==> src/core/tcs_map.svh <==
/*
  constants of the transmit clock synthesizer and its fabric controller:
  timing counts, post divider codes, register offsets and field positions.
  assumes a single 25 MHz mclk shared by both ends.
*/
// What this block does
// - flag loss of lock on stopped or wrong reference
// - per lane post divide by 1,2,4,8,11
// - lane clock is half rate, both edges
// - one spread synthesizer, own quad lanes only
// - non spread synthesizer: four lanes, attenuation only
// - spread enable: fractional mode, wave table divider
// - center or down spread, frequency, amplitude
// - jitter attenuator filters reference, drives oscillator
// - spread modulated reference is accepted
// - quad reset aligns up to four lanes
// - shared clock reset resets lanes together
// - lane clocks stopped four cycles during reset
// - alignment completes before lock is shown
// - lane reset hits only its dividers
// - software toggles realign enable high low high
// - lanes across quads use per lane resets
// - over four lanes: fabric resets lanes
// - synthesizer supplies fabric system clock
// - lock output high while locked
// - align pulse 16 cycles, equal dividers
// - reset enable bit set per reset lane
`ifndef TCS_MAP_SVH
`define TCS_MAP_SVH
// frequency check window and lock qualification
`define TCS_WIN_LAST    6'h3f
`define TCS_LOCK_WINS   2'h2
// shared clock reset stop time and fabric align pulse length
`define TCS_STOP_CYC    3'h4
`define TCS_ALIGN_CYC   5'h10
// post divider codes
`define TCS_PDIV_1      3'h0
`define TCS_PDIV_2      3'h1
`define TCS_PDIV_4      3'h2
`define TCS_PDIV_8      3'h3
`define TCS_PDIV_11     3'h4
// register byte offsets
`define TCS_REG_CTRL    8'h00
`define TCS_REG_DIV     8'h04
`define TCS_REG_SSC     8'h08
`define TCS_REG_LANE    8'h0c
`define TCS_REG_STAT    8'h10
// ctrl fields and reset value
`define TCS_CTRL_REALIGN 0
`define TCS_CTRL_SSC_EN  1
`define TCS_CTRL_DOWN    2
`define TCS_CTRL_JA_EN   3
`define TCS_CTRL_ALIGN   4
`define TCS_CTRL_RST     5'h01
// ssc fields
`define TCS_SSC_PER_LSB  16
`define TCS_SSC_AMP_LSB  24
`endif

==> src/core/tcs_pkg.sv <==
/*
  types and shared functions of the synthesizer and fabric controller.
  assumes tcs_map.svh is compiled alongside.
*/
`include "tcs_map.svh"
package tcs_pkg;
  typedef enum logic [1:0] {TCS_ACQ, TCS_STOP, TCS_LOCK} tcs_dev_state_type;

  typedef struct packed {
    logic              ref_s1;
    logic              ref_s2;
    logic              ref_s3;
    logic [5:0]        win_cnt;
    logic [7:0]        ref_edges;
    logic [7:0]        nco_edges;
    logic [1:0]        good_cnt;
    tcs_dev_state_type state;
    logic [2:0]        stop_cnt;
    logic              lock;
    logic              lol;
    logic              clk_reset;
    logic [3:0][3:0]   pdiv_cnt;
    logic [3:0]        lane_clk;
    logic              re_prev;
    logic              re_low_seen;
    logic [2:0]        wave_idx;
    logic [7:0]        mod_cnt;
    logic [15:0]       divval;
    logic              frac_mode;
    logic [15:0]       nco_acc;
    logic [15:0]       nco_inc;
    logic              nco_prev;
    logic [3:0]        sys_cnt;
    logic              sys_clk;
  } tcs_dev_type;

  typedef struct packed {
    logic        lock_s1;
    logic        lock_s2;
    logic        lock_prev;
    logic [4:0]  ctrl;
    logic [11:0] div;
    logic [15:0] base;
    logic [7:0]  period;
    logic [3:0]  amp;
    logic [3:0]  rst_en;
    logic [3:0]  sw_rst;
    logic [4:0]  align_cnt;
    logic        align_busy;
    logic        mismatch;
    logic [3:0]  lane_rst_n;
    logic [31:0] prdata;
    logic        pslverr;
  } tcs_fab_type;

  // post divider code to divide ratio; unknown codes fall back to 1
  function automatic logic [3:0] pdiv_val(input logic [2:0] code);
    case (code)
      `TCS_PDIV_2:  pdiv_val = 4'h2;
      `TCS_PDIV_4:  pdiv_val = 4'h4;
      `TCS_PDIV_8:  pdiv_val = 4'h8;
      `TCS_PDIV_11: pdiv_val = 4'hb;
      default:      pdiv_val = 4'h1;
    endcase
  endfunction
endpackage

==> src/core/tcs_link_if.sv <==
/*
  link between the synthesizer end and the fabric control end.
  assumes both ends run on the same mclk; the bench connects them.
*/
`timescale 1ns/10ps
interface tcs_link_if;
  // synthesizer to fabric
  logic             lock;
  logic             lol;
  logic [3:0]       lane_clk;
  logic             lane_clk_reset;
  logic             sys_clk;
  logic             frac_mode;
  logic [15:0]      divval;
  logic             ja_clk;
  // fabric to synthesizer
  logic             realign_en;
  logic             ssc_en;
  logic             ssc_down;
  logic [7:0]       ssc_period;
  logic [3:0]       ssc_amp;
  logic [15:0]      base_divval;
  logic             ja_en;
  logic [3:0][2:0]  pdiv_code;
  logic [3:0]       lane_async_reset_n;
  logic [3:0]       lane_reset_enable;

  modport dev (
    output lock, lol, lane_clk, lane_clk_reset, sys_clk, frac_mode, divval, ja_clk,
    input  realign_en, ssc_en, ssc_down, ssc_period, ssc_amp, base_divval, ja_en,
    input  pdiv_code, lane_async_reset_n, lane_reset_enable
  );
  modport fab (
    input  lock, lol, lane_clk, lane_clk_reset, sys_clk, frac_mode, divval, ja_clk,
    output realign_en, ssc_en, ssc_down, ssc_period, ssc_amp, base_divval, ja_en,
    output pdiv_code, lane_async_reset_n, lane_reset_enable
  );
endinterface

==> src/core/tcs_synth_dev.sv <==
/*
  transmit clock synthesizer end: reference check and lock, shared lane
  clock reset, per lane post dividers, spread modulation of the feedback
  divide value, jitter attenuating oscillator and fabric system clock.
  assumes ref_clk_in is a pin slower than mclk/2; the synthesizer base
  rate is modelled as one tick per mclk.
*/
`timescale 1ns/10ps
`include "tcs_map.svh"
module tcs_synth_dev #(
  parameter logic [7:0]      REF_MIN   = 8'h06,
  parameter logic [7:0]      REF_MAX   = 8'h0a,
  parameter bit              SPREAD    = 1'b1,
  parameter logic [3:0]      SERVED    = 4'hf,
  parameter logic [3:0]      SYS_DIV   = 4'h2,
  parameter logic [3:0]      WAVE_MID  = 4'h4,
  parameter logic [7:0][3:0] WAVE      = {4'h1, 4'h2, 4'h3, 4'h4, 4'h5, 4'h6, 4'h7, 4'h8},
  parameter logic [15:0]     NCO_INIT  = 16'h1000
) (
  // clock and reset
  input  wire logic  mclk,
  input  wire logic  rst_n,
  // reference clock pin
  input  wire logic  ref_clk_in,
  // link to lanes and fabric
  tcs_link_if.dev    lnk
);
  tcs_pkg::tcs_dev_type s_r;
  tcs_pkg::tcs_dev_type s_nxt;

  logic        ref_edge;
  logic        win_end;
  logic        win_good;
  logic        realign_trig;
  logic        ssc_on;
  logic [7:0]  wave_amp;
  logic [7:0]  mid_amp;
  logic [7:0]  nco_err;
  logic        nco_edge;
  logic [3:0]  lane_rst;

  // next state of the whole synthesizer
  always_comb begin
    s_nxt = s_r;
    // reference pin synchronizer, edge taken from the second stage on
    s_nxt.ref_s1 = ref_clk_in;
    s_nxt.ref_s2 = s_r.ref_s1;
    s_nxt.ref_s3 = s_r.ref_s2;
    ref_edge = s_r.ref_s2 & ~s_r.ref_s3;
    // oscillator edges for the attenuator comparison; the new msb is
    // compared with the registered one so that a rising edge is seen
    s_nxt.nco_acc = s_r.nco_acc + s_r.nco_inc;
    nco_edge = s_nxt.nco_acc[15] & ~s_r.nco_prev;
    win_end = (s_r.win_cnt == `TCS_WIN_LAST);
    // edge count in range means toggling at the right frequency; the
    // range is wide enough to pass a spread modulated reference
    win_good = (s_r.ref_edges >= REF_MIN) && (s_r.ref_edges <= REF_MAX);
    // realign after a high, low, high sequence of the enable
    realign_trig = lnk.realign_en & ~s_r.re_prev & s_r.re_low_seen;
    s_nxt.re_prev = lnk.realign_en;
    if (!lnk.realign_en && s_r.re_prev) begin
      s_nxt.re_low_seen = 1'b1;
    end
    // frequency window
    s_nxt.win_cnt = s_r.win_cnt + 6'h01;
    s_nxt.ref_edges = s_r.ref_edges + {7'h00, ref_edge};
    s_nxt.nco_edges = s_r.nco_edges + {7'h00, nco_edge};
    if (win_end) begin
      s_nxt.ref_edges = 8'h00;
      s_nxt.nco_edges = 8'h00;
    end
    // lock sequencing
    unique case (s_r.state)
      tcs_pkg::TCS_ACQ: begin
        if (win_end) begin
          if (!win_good) begin
            s_nxt.good_cnt = 2'h0;
          end else if (s_r.good_cnt == `TCS_LOCK_WINS - 2'h1) begin
            s_nxt.good_cnt = 2'h0;
            if (lnk.realign_en) begin
              s_nxt.state = tcs_pkg::TCS_STOP;
              s_nxt.clk_reset = 1'b1;
              s_nxt.stop_cnt = 3'h0;
            end else begin
              s_nxt.state = tcs_pkg::TCS_LOCK;
              s_nxt.lock = 1'b1;
              s_nxt.lol = 1'b0;
            end
          end else begin
            s_nxt.good_cnt = s_r.good_cnt + 2'h1;
          end
        end
      end
      tcs_pkg::TCS_STOP: begin
        s_nxt.stop_cnt = s_r.stop_cnt + 3'h1;
        if (s_r.stop_cnt == `TCS_STOP_CYC - 3'h1) begin
          s_nxt.state = tcs_pkg::TCS_LOCK;
          s_nxt.clk_reset = 1'b0;
          s_nxt.lock = 1'b1;
          s_nxt.lol = 1'b0;
        end
      end
      tcs_pkg::TCS_LOCK: begin
        if (win_end && !win_good) begin
          s_nxt.state = tcs_pkg::TCS_ACQ;
          s_nxt.lock = 1'b0;
          s_nxt.lol = 1'b1;
        end
      end
    endcase
    // forced relock disrupts the loop and realigns the lanes
    if (realign_trig) begin
      s_nxt.state = tcs_pkg::TCS_ACQ;
      s_nxt.lock = 1'b0;
      s_nxt.clk_reset = 1'b0;
      s_nxt.good_cnt = 2'h0;
      s_nxt.re_low_seen = 1'b0;
    end
    // lane post dividers; a lane reset only touches its own divider
    lane_rst = ~lnk.lane_async_reset_n & lnk.lane_reset_enable;
    for (int i = 0; i < 4; i++) begin
      if (s_r.clk_reset || !s_r.lock || !SERVED[i]) begin
        s_nxt.pdiv_cnt[i] = 4'h0;
        s_nxt.lane_clk[i] = 1'b0;
      end else if (lane_rst[i]) begin
        s_nxt.pdiv_cnt[i] = 4'h0;
        s_nxt.lane_clk[i] = 1'b0;
      end else if (s_r.pdiv_cnt[i] >= tcs_pkg::pdiv_val(lnk.pdiv_code[i]) - 4'h1) begin
        s_nxt.pdiv_cnt[i] = 4'h0;
        s_nxt.lane_clk[i] = ~s_r.lane_clk[i];
      end else begin
        s_nxt.pdiv_cnt[i] = s_r.pdiv_cnt[i] + 4'h1;
      end
    end
    // spread modulation of the feedback divide value
    ssc_on = SPREAD && lnk.ssc_en;
    s_nxt.frac_mode = ssc_on;
    wave_amp = {4'h0, WAVE[s_r.wave_idx]} * {4'h0, lnk.ssc_amp};
    mid_amp = {4'h0, WAVE_MID} * {4'h0, lnk.ssc_amp};
    if (!ssc_on) begin
      s_nxt.mod_cnt = 8'h00;
      s_nxt.wave_idx = 3'h0;
      s_nxt.divval = lnk.base_divval;
    end else begin
      if (s_r.mod_cnt >= lnk.ssc_period) begin
        s_nxt.mod_cnt = 8'h00;
        s_nxt.wave_idx = s_r.wave_idx + 3'h1;
      end else begin
        s_nxt.mod_cnt = s_r.mod_cnt + 8'h01;
      end
      if (lnk.ssc_down) begin
        s_nxt.divval = lnk.base_divval - {8'h00, wave_amp};
      end else begin
        s_nxt.divval = lnk.base_divval + {8'h00, wave_amp} - {8'h00, mid_amp};
      end
    end
    // jitter attenuator: integrating filter on the edge count error
    nco_err = s_r.ref_edges - s_r.nco_edges;
    s_nxt.nco_prev = s_nxt.nco_acc[15];
    if (!lnk.ja_en) begin
      s_nxt.nco_inc = NCO_INIT;
    end else if (win_end) begin
      s_nxt.nco_inc = s_r.nco_inc + {{4{nco_err[7]}}, nco_err, 4'h0};
    end
    // fabric system clock from the locked synthesizer
    if (!s_r.lock) begin
      s_nxt.sys_cnt = 4'h0;
      s_nxt.sys_clk = 1'b0;
    end else if (s_r.sys_cnt == SYS_DIV - 4'h1) begin
      s_nxt.sys_cnt = 4'h0;
      s_nxt.sys_clk = ~s_r.sys_clk;
    end else begin
      s_nxt.sys_cnt = s_r.sys_cnt + 4'h1;
    end
  end

  // state register
  always_ff @(posedge mclk or negedge rst_n) begin
    if (!rst_n) begin
      s_r <= '{state: tcs_pkg::TCS_ACQ, re_prev: 1'b1, nco_inc: NCO_INIT, default: '0};
    end else begin
      s_r <= s_nxt;
    end
  end

  // link outputs, all from flip-flops
  assign lnk.lock = s_r.lock;
  assign lnk.lol = s_r.lol;
  assign lnk.lane_clk = s_r.lane_clk;
  assign lnk.lane_clk_reset = s_r.clk_reset;
  assign lnk.sys_clk = s_r.sys_clk;
  assign lnk.frac_mode = s_r.frac_mode;
  assign lnk.divval = s_r.divval;
  assign lnk.ja_clk = s_r.nco_prev;
endmodule

==> src/flat_wrapper.sv <==
// flat-port wrapper written by rule: the top's interface ports become plain ports
module tcs_synth_dev_flat 
#(
  parameter logic [7:0]      REF_MIN   = 8'h06,
  parameter logic [7:0]      REF_MAX   = 8'h0a,
  parameter bit              SPREAD    = 1'b1,
  parameter logic [3:0]      SERVED    = 4'hf,
  parameter logic [3:0]      SYS_DIV   = 4'h2,
  parameter logic [3:0]      WAVE_MID  = 4'h4,
  parameter logic [7:0][3:0] WAVE      = {4'h1, 4'h2, 4'h3, 4'h4, 4'h5, 4'h6, 4'h7, 4'h8},
  parameter logic [15:0]     NCO_INIT  = 16'h1000
)
  (mclk, rst_n, ref_clk_in, lnk_lock, lnk_lol, lnk_lane_clk, lnk_lane_clk_reset, lnk_sys_clk, lnk_frac_mode, lnk_divval, lnk_ja_clk, lnk_realign_en, lnk_ssc_en, lnk_ssc_down, lnk_ssc_period, lnk_ssc_amp, lnk_base_divval, lnk_ja_en, lnk_pdiv_code, lnk_lane_async_reset_n, lnk_lane_reset_enable);
  tcs_link_if lnk_i ();
  input  wire logic mclk;
  input  wire logic rst_n;
  input  wire logic ref_clk_in;
  output wire logic [$bits(lnk_i.lock)-1:0] lnk_lock;
  output wire logic [$bits(lnk_i.lol)-1:0] lnk_lol;
  output wire logic [$bits(lnk_i.lane_clk)-1:0] lnk_lane_clk;
  output wire logic [$bits(lnk_i.lane_clk_reset)-1:0] lnk_lane_clk_reset;
  output wire logic [$bits(lnk_i.sys_clk)-1:0] lnk_sys_clk;
  output wire logic [$bits(lnk_i.frac_mode)-1:0] lnk_frac_mode;
  output wire logic [$bits(lnk_i.divval)-1:0] lnk_divval;
  output wire logic [$bits(lnk_i.ja_clk)-1:0] lnk_ja_clk;
  input wire logic [$bits(lnk_i.realign_en)-1:0] lnk_realign_en;
  input wire logic [$bits(lnk_i.ssc_en)-1:0] lnk_ssc_en;
  input wire logic [$bits(lnk_i.ssc_down)-1:0] lnk_ssc_down;
  input wire logic [$bits(lnk_i.ssc_period)-1:0] lnk_ssc_period;
  input wire logic [$bits(lnk_i.ssc_amp)-1:0] lnk_ssc_amp;
  input wire logic [$bits(lnk_i.base_divval)-1:0] lnk_base_divval;
  input wire logic [$bits(lnk_i.ja_en)-1:0] lnk_ja_en;
  input wire logic [$bits(lnk_i.pdiv_code)-1:0] lnk_pdiv_code;
  input wire logic [$bits(lnk_i.lane_async_reset_n)-1:0] lnk_lane_async_reset_n;
  input wire logic [$bits(lnk_i.lane_reset_enable)-1:0] lnk_lane_reset_enable;
  assign lnk_lock = lnk_i.lock;
  assign lnk_lol = lnk_i.lol;
  assign lnk_lane_clk = lnk_i.lane_clk;
  assign lnk_lane_clk_reset = lnk_i.lane_clk_reset;
  assign lnk_sys_clk = lnk_i.sys_clk;
  assign lnk_frac_mode = lnk_i.frac_mode;
  assign lnk_divval = lnk_i.divval;
  assign lnk_ja_clk = lnk_i.ja_clk;
  assign lnk_i.realign_en = lnk_realign_en;
  assign lnk_i.ssc_en = lnk_ssc_en;
  assign lnk_i.ssc_down = lnk_ssc_down;
  assign lnk_i.ssc_period = lnk_ssc_period;
  assign lnk_i.ssc_amp = lnk_ssc_amp;
  assign lnk_i.base_divval = lnk_base_divval;
  assign lnk_i.ja_en = lnk_ja_en;
  assign lnk_i.pdiv_code = lnk_pdiv_code;
  assign lnk_i.lane_async_reset_n = lnk_lane_async_reset_n;
  assign lnk_i.lane_reset_enable = lnk_lane_reset_enable;
  tcs_synth_dev #(.REF_MIN(REF_MIN), .REF_MAX(REF_MAX), .SPREAD(SPREAD), .SERVED(SERVED), .SYS_DIV(SYS_DIV), .WAVE_MID(WAVE_MID), .WAVE(WAVE), .NCO_INIT(NCO_INIT)) u_core (.mclk(mclk), .rst_n(rst_n), .ref_clk_in(ref_clk_in), .lnk(lnk_i));
endmodule
==> config.mk <==
export PLATFORM = sky130hd
export DESIGN_NAME = tcs_synth_dev_flat
export DESIGN_NICKNAME = d
export VERILOG_FILES = /design/src/core/tcs_pkg.sv /design/src/core/tcs_link_if.sv /design/src/core/tcs_synth_dev.sv /design/src/flat_wrapper.sv
export VERILOG_INCLUDE_DIRS = /design/src /design/src/core
export SDC_FILE = /design/constraint.sdc
export NUM_CORES = 1
export LEC_CHECK = 0
export BUFFER_PORTS_ARGS = -buffer_cell sky130_fd_sc_hd__clkbuf_2
export CAP_MARGIN = 0
export CELL_PAD_IN_SITES_DETAIL_PLACEMENT = 1
export CELL_PAD_IN_SITES_GLOBAL_PLACEMENT = 1
export CORE_MARGIN = 2
export CORE_UTILIZATION = 47
export CTS_CLUSTER_SIZE = 30
export DETAILED_ROUTE_END_ITERATION = 8
export GPL_TIMING_DRIVEN = 0
export MAX_ROUTING_LAYER = met4
export PLACE_DENSITY_LB_ADDON = 0.25
export SYNTH_ARGS = -nofsm -noshare
export SYNTH_HDL_FRONTEND = slang
export SYNTH_SLANG_ARGS = --single-unit
==> constraint.sdc <==
create_clock -name mclk -period 6.6 [get_ports mclk]
set_input_delay 1.32 -clock mclk [delete_from_list [all_inputs] [get_ports mclk]]
set_output_delay 1.32 -clock mclk [all_outputs]
set_load 0.05 [all_outputs]
-- Word level (Yosys, flattened, before mapping)
Memories as Yosys holds them, arrays and structs flattened.
Index checks and enable logic that the tools add are counted.
- divide/modulo/power cells: 0
- bitwise operators: 14
- mux-type cells: 70
- reduce and logical (&&, ||, !) cells: 23
- add/subtract/negate cells: 22
- eq/ne operators: 39
- magnitude comparators: 8
- shift operators: 0
- $mul: 1
- operators with widths (cell ; count):
    $mux W4 ; 23
    $mux W16 ; 4
    $pmux W4 S4 ; 4
    $add A16 B16 Y16 ; 2
    $eq A3 B2 Y1 const B ; 9
    $mux W27 ; 1
    $mux W8 ; 3
    $add A4 B1 Y4 const B ; 5
    $mux W1 ; 18
    $reduce_and A6 Y1 ; 3
    $add A16 B8 Y16 ; 1
    $add A8 B1 Y8 ; 2
    $ge A4 B4 Y1 ; 4
    $mux W2 ; 8
    $sub A16 B6 Y16 ; 1
    $sub A16 B8 Y16 ; 1
    $sub A4 B1 Y4 const B ; 4
    $ne A3 B1 Y1 const B ; 5
    $reduce_bool A3 Y1 ; 5
    $ne A2 B1 Y1 const B ; 7
    $eq A3 B1 Y1 const B ; 4
    $eq A3 B3 Y1 const B ; 4
    $pmux W2 S3 ; 2
    $mux W10 ; 1
    other kinds (31) ; 56
- bits in latches: 0
- ROM bits: 32
- input port bits: 55
- memories kept: 1
- output and inout port bits: 26
- word-level logic and storage cells: 209
- flip-flop bits (word level): 123
- RAM bits: 0
- memory list (memory ; depth ; width ; read ports ; clocked after Yosys merged registers in ; write ports ; RTL line ; RTL):
    (no name shown) ; 8 ; 4 ; 1 ; 0 ; 0 ; tcs_synth_dev.sv:138 ; wave_amp = {4'h0, WAVE[s_r.wave_idx]} * {4'h0, lnk.ssc_amp};

-- Depth between registers and ports, before layout
- depth in word-level cells: 9
- mapped depth: 26
- depth with buffers taken out: 26

-- Least setup slack after synthesis
Ideal clock, no wire load.
- path type: input to register
- start point: input lnk_ssc_amp[3]
- end point: register u_core.s_r, in the netlist u_core.lnk.divval[15]
- cell stages on the path: 21
- library setup time: 0.079 ns
- arrival: 5.711 ns
- required time: 6.521 ns
- path buffers: 0
- setup slack: 0.810 ns
- path through: nand2_1 > fa_1 > inv_1 > fa_1 > inv_1 > fa_1 > inv_1 > a21o_2 > a21oi_1 > xor2_1 > ha_1 > inv_1 > ha_1 > a21o_1 > or3_1 > o211ai_1 > nor4_4 > o31ai_2 > xnor2_1 > a211oi_2 > xor2_1
- RTL lines (what ; RTL line ; RTL):
    start, declared ; flat_wrapper.sv:30 ; input wire logic [$bits(lnk_i.ssc_amp)-1:0] lnk_ssc_amp;
    end signal, assigned ; tcs_synth_dev.sv:182 ; s_r <= s_nxt;
    end, declared ; tcs_synth_dev.sv:28 ; tcs_pkg::tcs_dev_type s_r;

==> out/qor.csv <==
metric,value,unit
RSZ-0062 raised after global routing,false,
register bit total from synthesis,116,
router iterations before antenna repair,4,
Peak VDD IR,0.216,mV
"most common cell after layout, fill and taps aside",ha_1,
Root Buffer Master,clkbuf_16,
vias in the first global route,7568,
routed wire length,21100,µm
sequential-to-total area share from yosys stat,32.9,%
Die Ht,141,µm
Critical Path Sink Type,register,
total power,3.27,mW
most frequent cells in the layout,"121 x ha_1, 114 x dfrtp_1, 101 x nor2_1",
Hold Path Depth,0,
dominant synthesized flop cell,dfrtp_1,
Slew Limit Headroom,56.6,%
launching point of the worst reg2reg path,u_core.s_r[63],
Final Max Tran Viols,0,
via count,7138,
Die X,141,µm
cell count after synthesis,977,
total grt overflow,0,
count of different cell masters after synthesis,70,
aggregate negative setup slack,0,ns
Top Ports,81,
Total GRT Usage,22.9,%
clock skew,0.0103,ns
setup ws final,0.583,ns
first-pass GRT wire length,35700,µm
Final Cycle Share,91.2,%
Worst-Skew Late Latency,0.42,ns
NumNets Final,1265,
worst-case reg-to-reg path depth,24,
hpwl dp,15600,µm
crit-path max FO,5,
cts hold-fix bufs,0,
Max Root-Sink Buffers,2,
Core Area,0.0186,mm²
worst hold path class,register to register,
Reg2Reg Setup Slack,0.58,ns
critical path startpoint category,register,
Leak,5.07,nW
share of cells above drive strength 1,14.4,%
antenna cells,0,
"CTS clk-pin slew, worst paths",0.06,ns
pre-CTS setup slack,0.227,ns
Starting Density,47.6,%
Final Hold Viols,0,
initial antenna violation count,0,
Placed Instance Area,0.00957,mm²
Critical Path AT,6.35,ns
Avg Vias per Cell,5.39,
Post CTS Setup Buffer Count,0,
"Endpoint, Worst Hold",u_core.s_nxt[120],
R2R Path End,u_core.lnk.divval[11],
"Design Area, Final",0.0102,mm²
Routed wire per std cell,15.9,µm
post-layout util,54.7,%
max cap viols,0,
hold path start,u_core.s_nxt[121],
FMAX,166,MHz
Row Count,50,
TritonCTS buffer count,17,
largest net degree at the start of global routing,76,
gpl congestion,0.818,
critical path type,register to register,
number of synthesized flops with an enable pin,0,
Post-DRT Antenna Nets,0,
Synth Warn #,0,
Netlist Area Pre-Place,0.00884,mm²
DRT iter0 DRCs,168,
TritonCTS clock tree,yes,
# port buffers,80,
"Req. time, crit path",6.93,ns
Final setup viols,0,
CTS resizes,0,
mean post-synth cell area,9.05,µm²
Worst Max-Slew Pin Slew,0.635,ns
Syn-to-layout area delta,15.1,%
Residual DRC,0,
async set-reset flop share out of synthesis,100,%
PD cells,321,mW/mm²
fin crit period,6.02,ns
status,completed,
clk sink count,116,
htree depth,4,
Die Area,0.0199,mm²
[through the flow]
stage | std cells | hold slack [ns]
after floorplan | 978 | 0.331
after global placement | 1292 | 0.337
after detailed placement | 1293 | 0.339
after CTS | 1325 | 0.351
after global routing | 1325 | 0.353
final | 1325 | 0.346
[critical path: stages (launching register included)]
cell	delay [ns]
dfrtp_1	0.41
inv_1	0.13
ha_1	0.21
o21ai_0	0.34
nand2_1	0.13
fa_1	0.49
inv_1	0.05
fa_1	0.56
inv_1	0.07
fa_1	0.45
inv_1	0.08
a21o_2	0.12
a21oi_1	0.07
xor2_1	0.17
ha_1	0.36
inv_1	0.06
ha_1	0.35
a21o_1	0.24
or3_1	0.33
o211ai_1	0.38
o31ai_1	0.17
a21boi_0	0.24
xor2_1	0.24
o22ai_1	0.12
a2bb2oi_1	0.18
[synthesized netlist by cell type (5+ instances only)]
cell,n,area share (%)
a21boi_0,5,0.42
a21o_1,15,1.3
a21oi_1,63,3.6
and2_1,18,1.3
and3_1,9,0.64
buf_4,21,1.8
clkbuf_1,11,0.47
dfrtp_1,114,32
fa_1,11,2.5
ha_1,121,17
inv_1,97,4.1
mux2_2,5,0.64
mux2i_1,6,0.68
nand2_1,68,2.9
nand2b_1,15,1.1
nand3_1,35,2.0
nor2_1,101,4.3
nor2b_1,16,1.1
nor3_1,9,0.51
o211ai_1,8,0.68
o21ai_0,38,2.2
o21bai_1,11,0.93
or3_1,10,0.71
xnor2_1,48,4.8
xor2_1,39,3.9
[worst max path at each step]
stage	startpoint	end	slack, ns	depth (start not counted)
final	u_core.s_r[63]	u_core.lnk.divval[11]	0.58	24
after detailed placement	lnk_ssc_amp[3]	u_core.lnk.divval[11]	0.23	22
after floorplan	lnk_ssc_amp[3]	u_core.lnk.divval[15]	0.81	21
after global routing	u_core.s_r[63]	u_core.lnk.divval[11]	0.26	24
after global placement	lnk_ssc_amp[3]	u_core.lnk.divval[11]	0.26	22
after CTS	u_core.s_r[63]	u_core.lnk.divval[11]	0.59	24
[per-layer routing]
metal,up-vias,wire (µm),global-route usage (%)
met2,96,10800,40.0
met5,-,0,-
li1,3506,-,-
met4,0,458,7.16
met3,32,436,3.57
met1,3504,9410,27.1
[sequential cells by signal, summed over array words and instances (netlist names)]
| name | count |
|---|---|
| u_core.lnk.divval | 16 |
| u_core.lnk.lol | 1 |
| u_core.lnk.lane_clk_reset | 1 |
| u_core.lnk.lane_clk | 4 |
| u_core.s_nxt | 2 |
| u_core.lnk.lock | 1 |
| u_core.lnk.frac_mode | 1 |
| u_core.lnk.sys_clk | 1 |
| u_core.s_r | 89 |
[power breakdown]
group / switching (mW) / leakage [nW] / internal [mW]
Clock: 0.348 / 0.286 / 0.603
Combinational: 0.780 / 3.32 / 0.552
Sequential: 0.123 / 1.46 / 0.863
Total: 1.25 / 5.07 / 2.02
[cell type report]
type                            instances  area [µm²]
Inverter                               97         364
Clock inverter                         12         154
Buffer                                 39         243
Timing Repair Buffer                   81         437
Sequential cell                       116        2910
Multi-Input combinational cell        726        5330
Clock buffer                           20         447
Tap cell                              234         293
Fill cell                            2187        8410
[cell families (layout without fill, tap and decap cells)]
logic type / after synthesis / in the layout / share of synthesized area (%)
fa+ha+maj: 132 / 132 / 19.6
buf+inv: 136 / 249 / 6.87
simple gates: 309 / 309 / 17.2
xor+xnor: 87 / 87 / 8.62
mux: 11 / 11 / 1.32
compound gates: 185 / 185 / 13.4
other cells: 1 / 2 / 0.0424
flops: 116 / 116 / 32.9
Note: power is estimated with default switching activity, not from simulation.
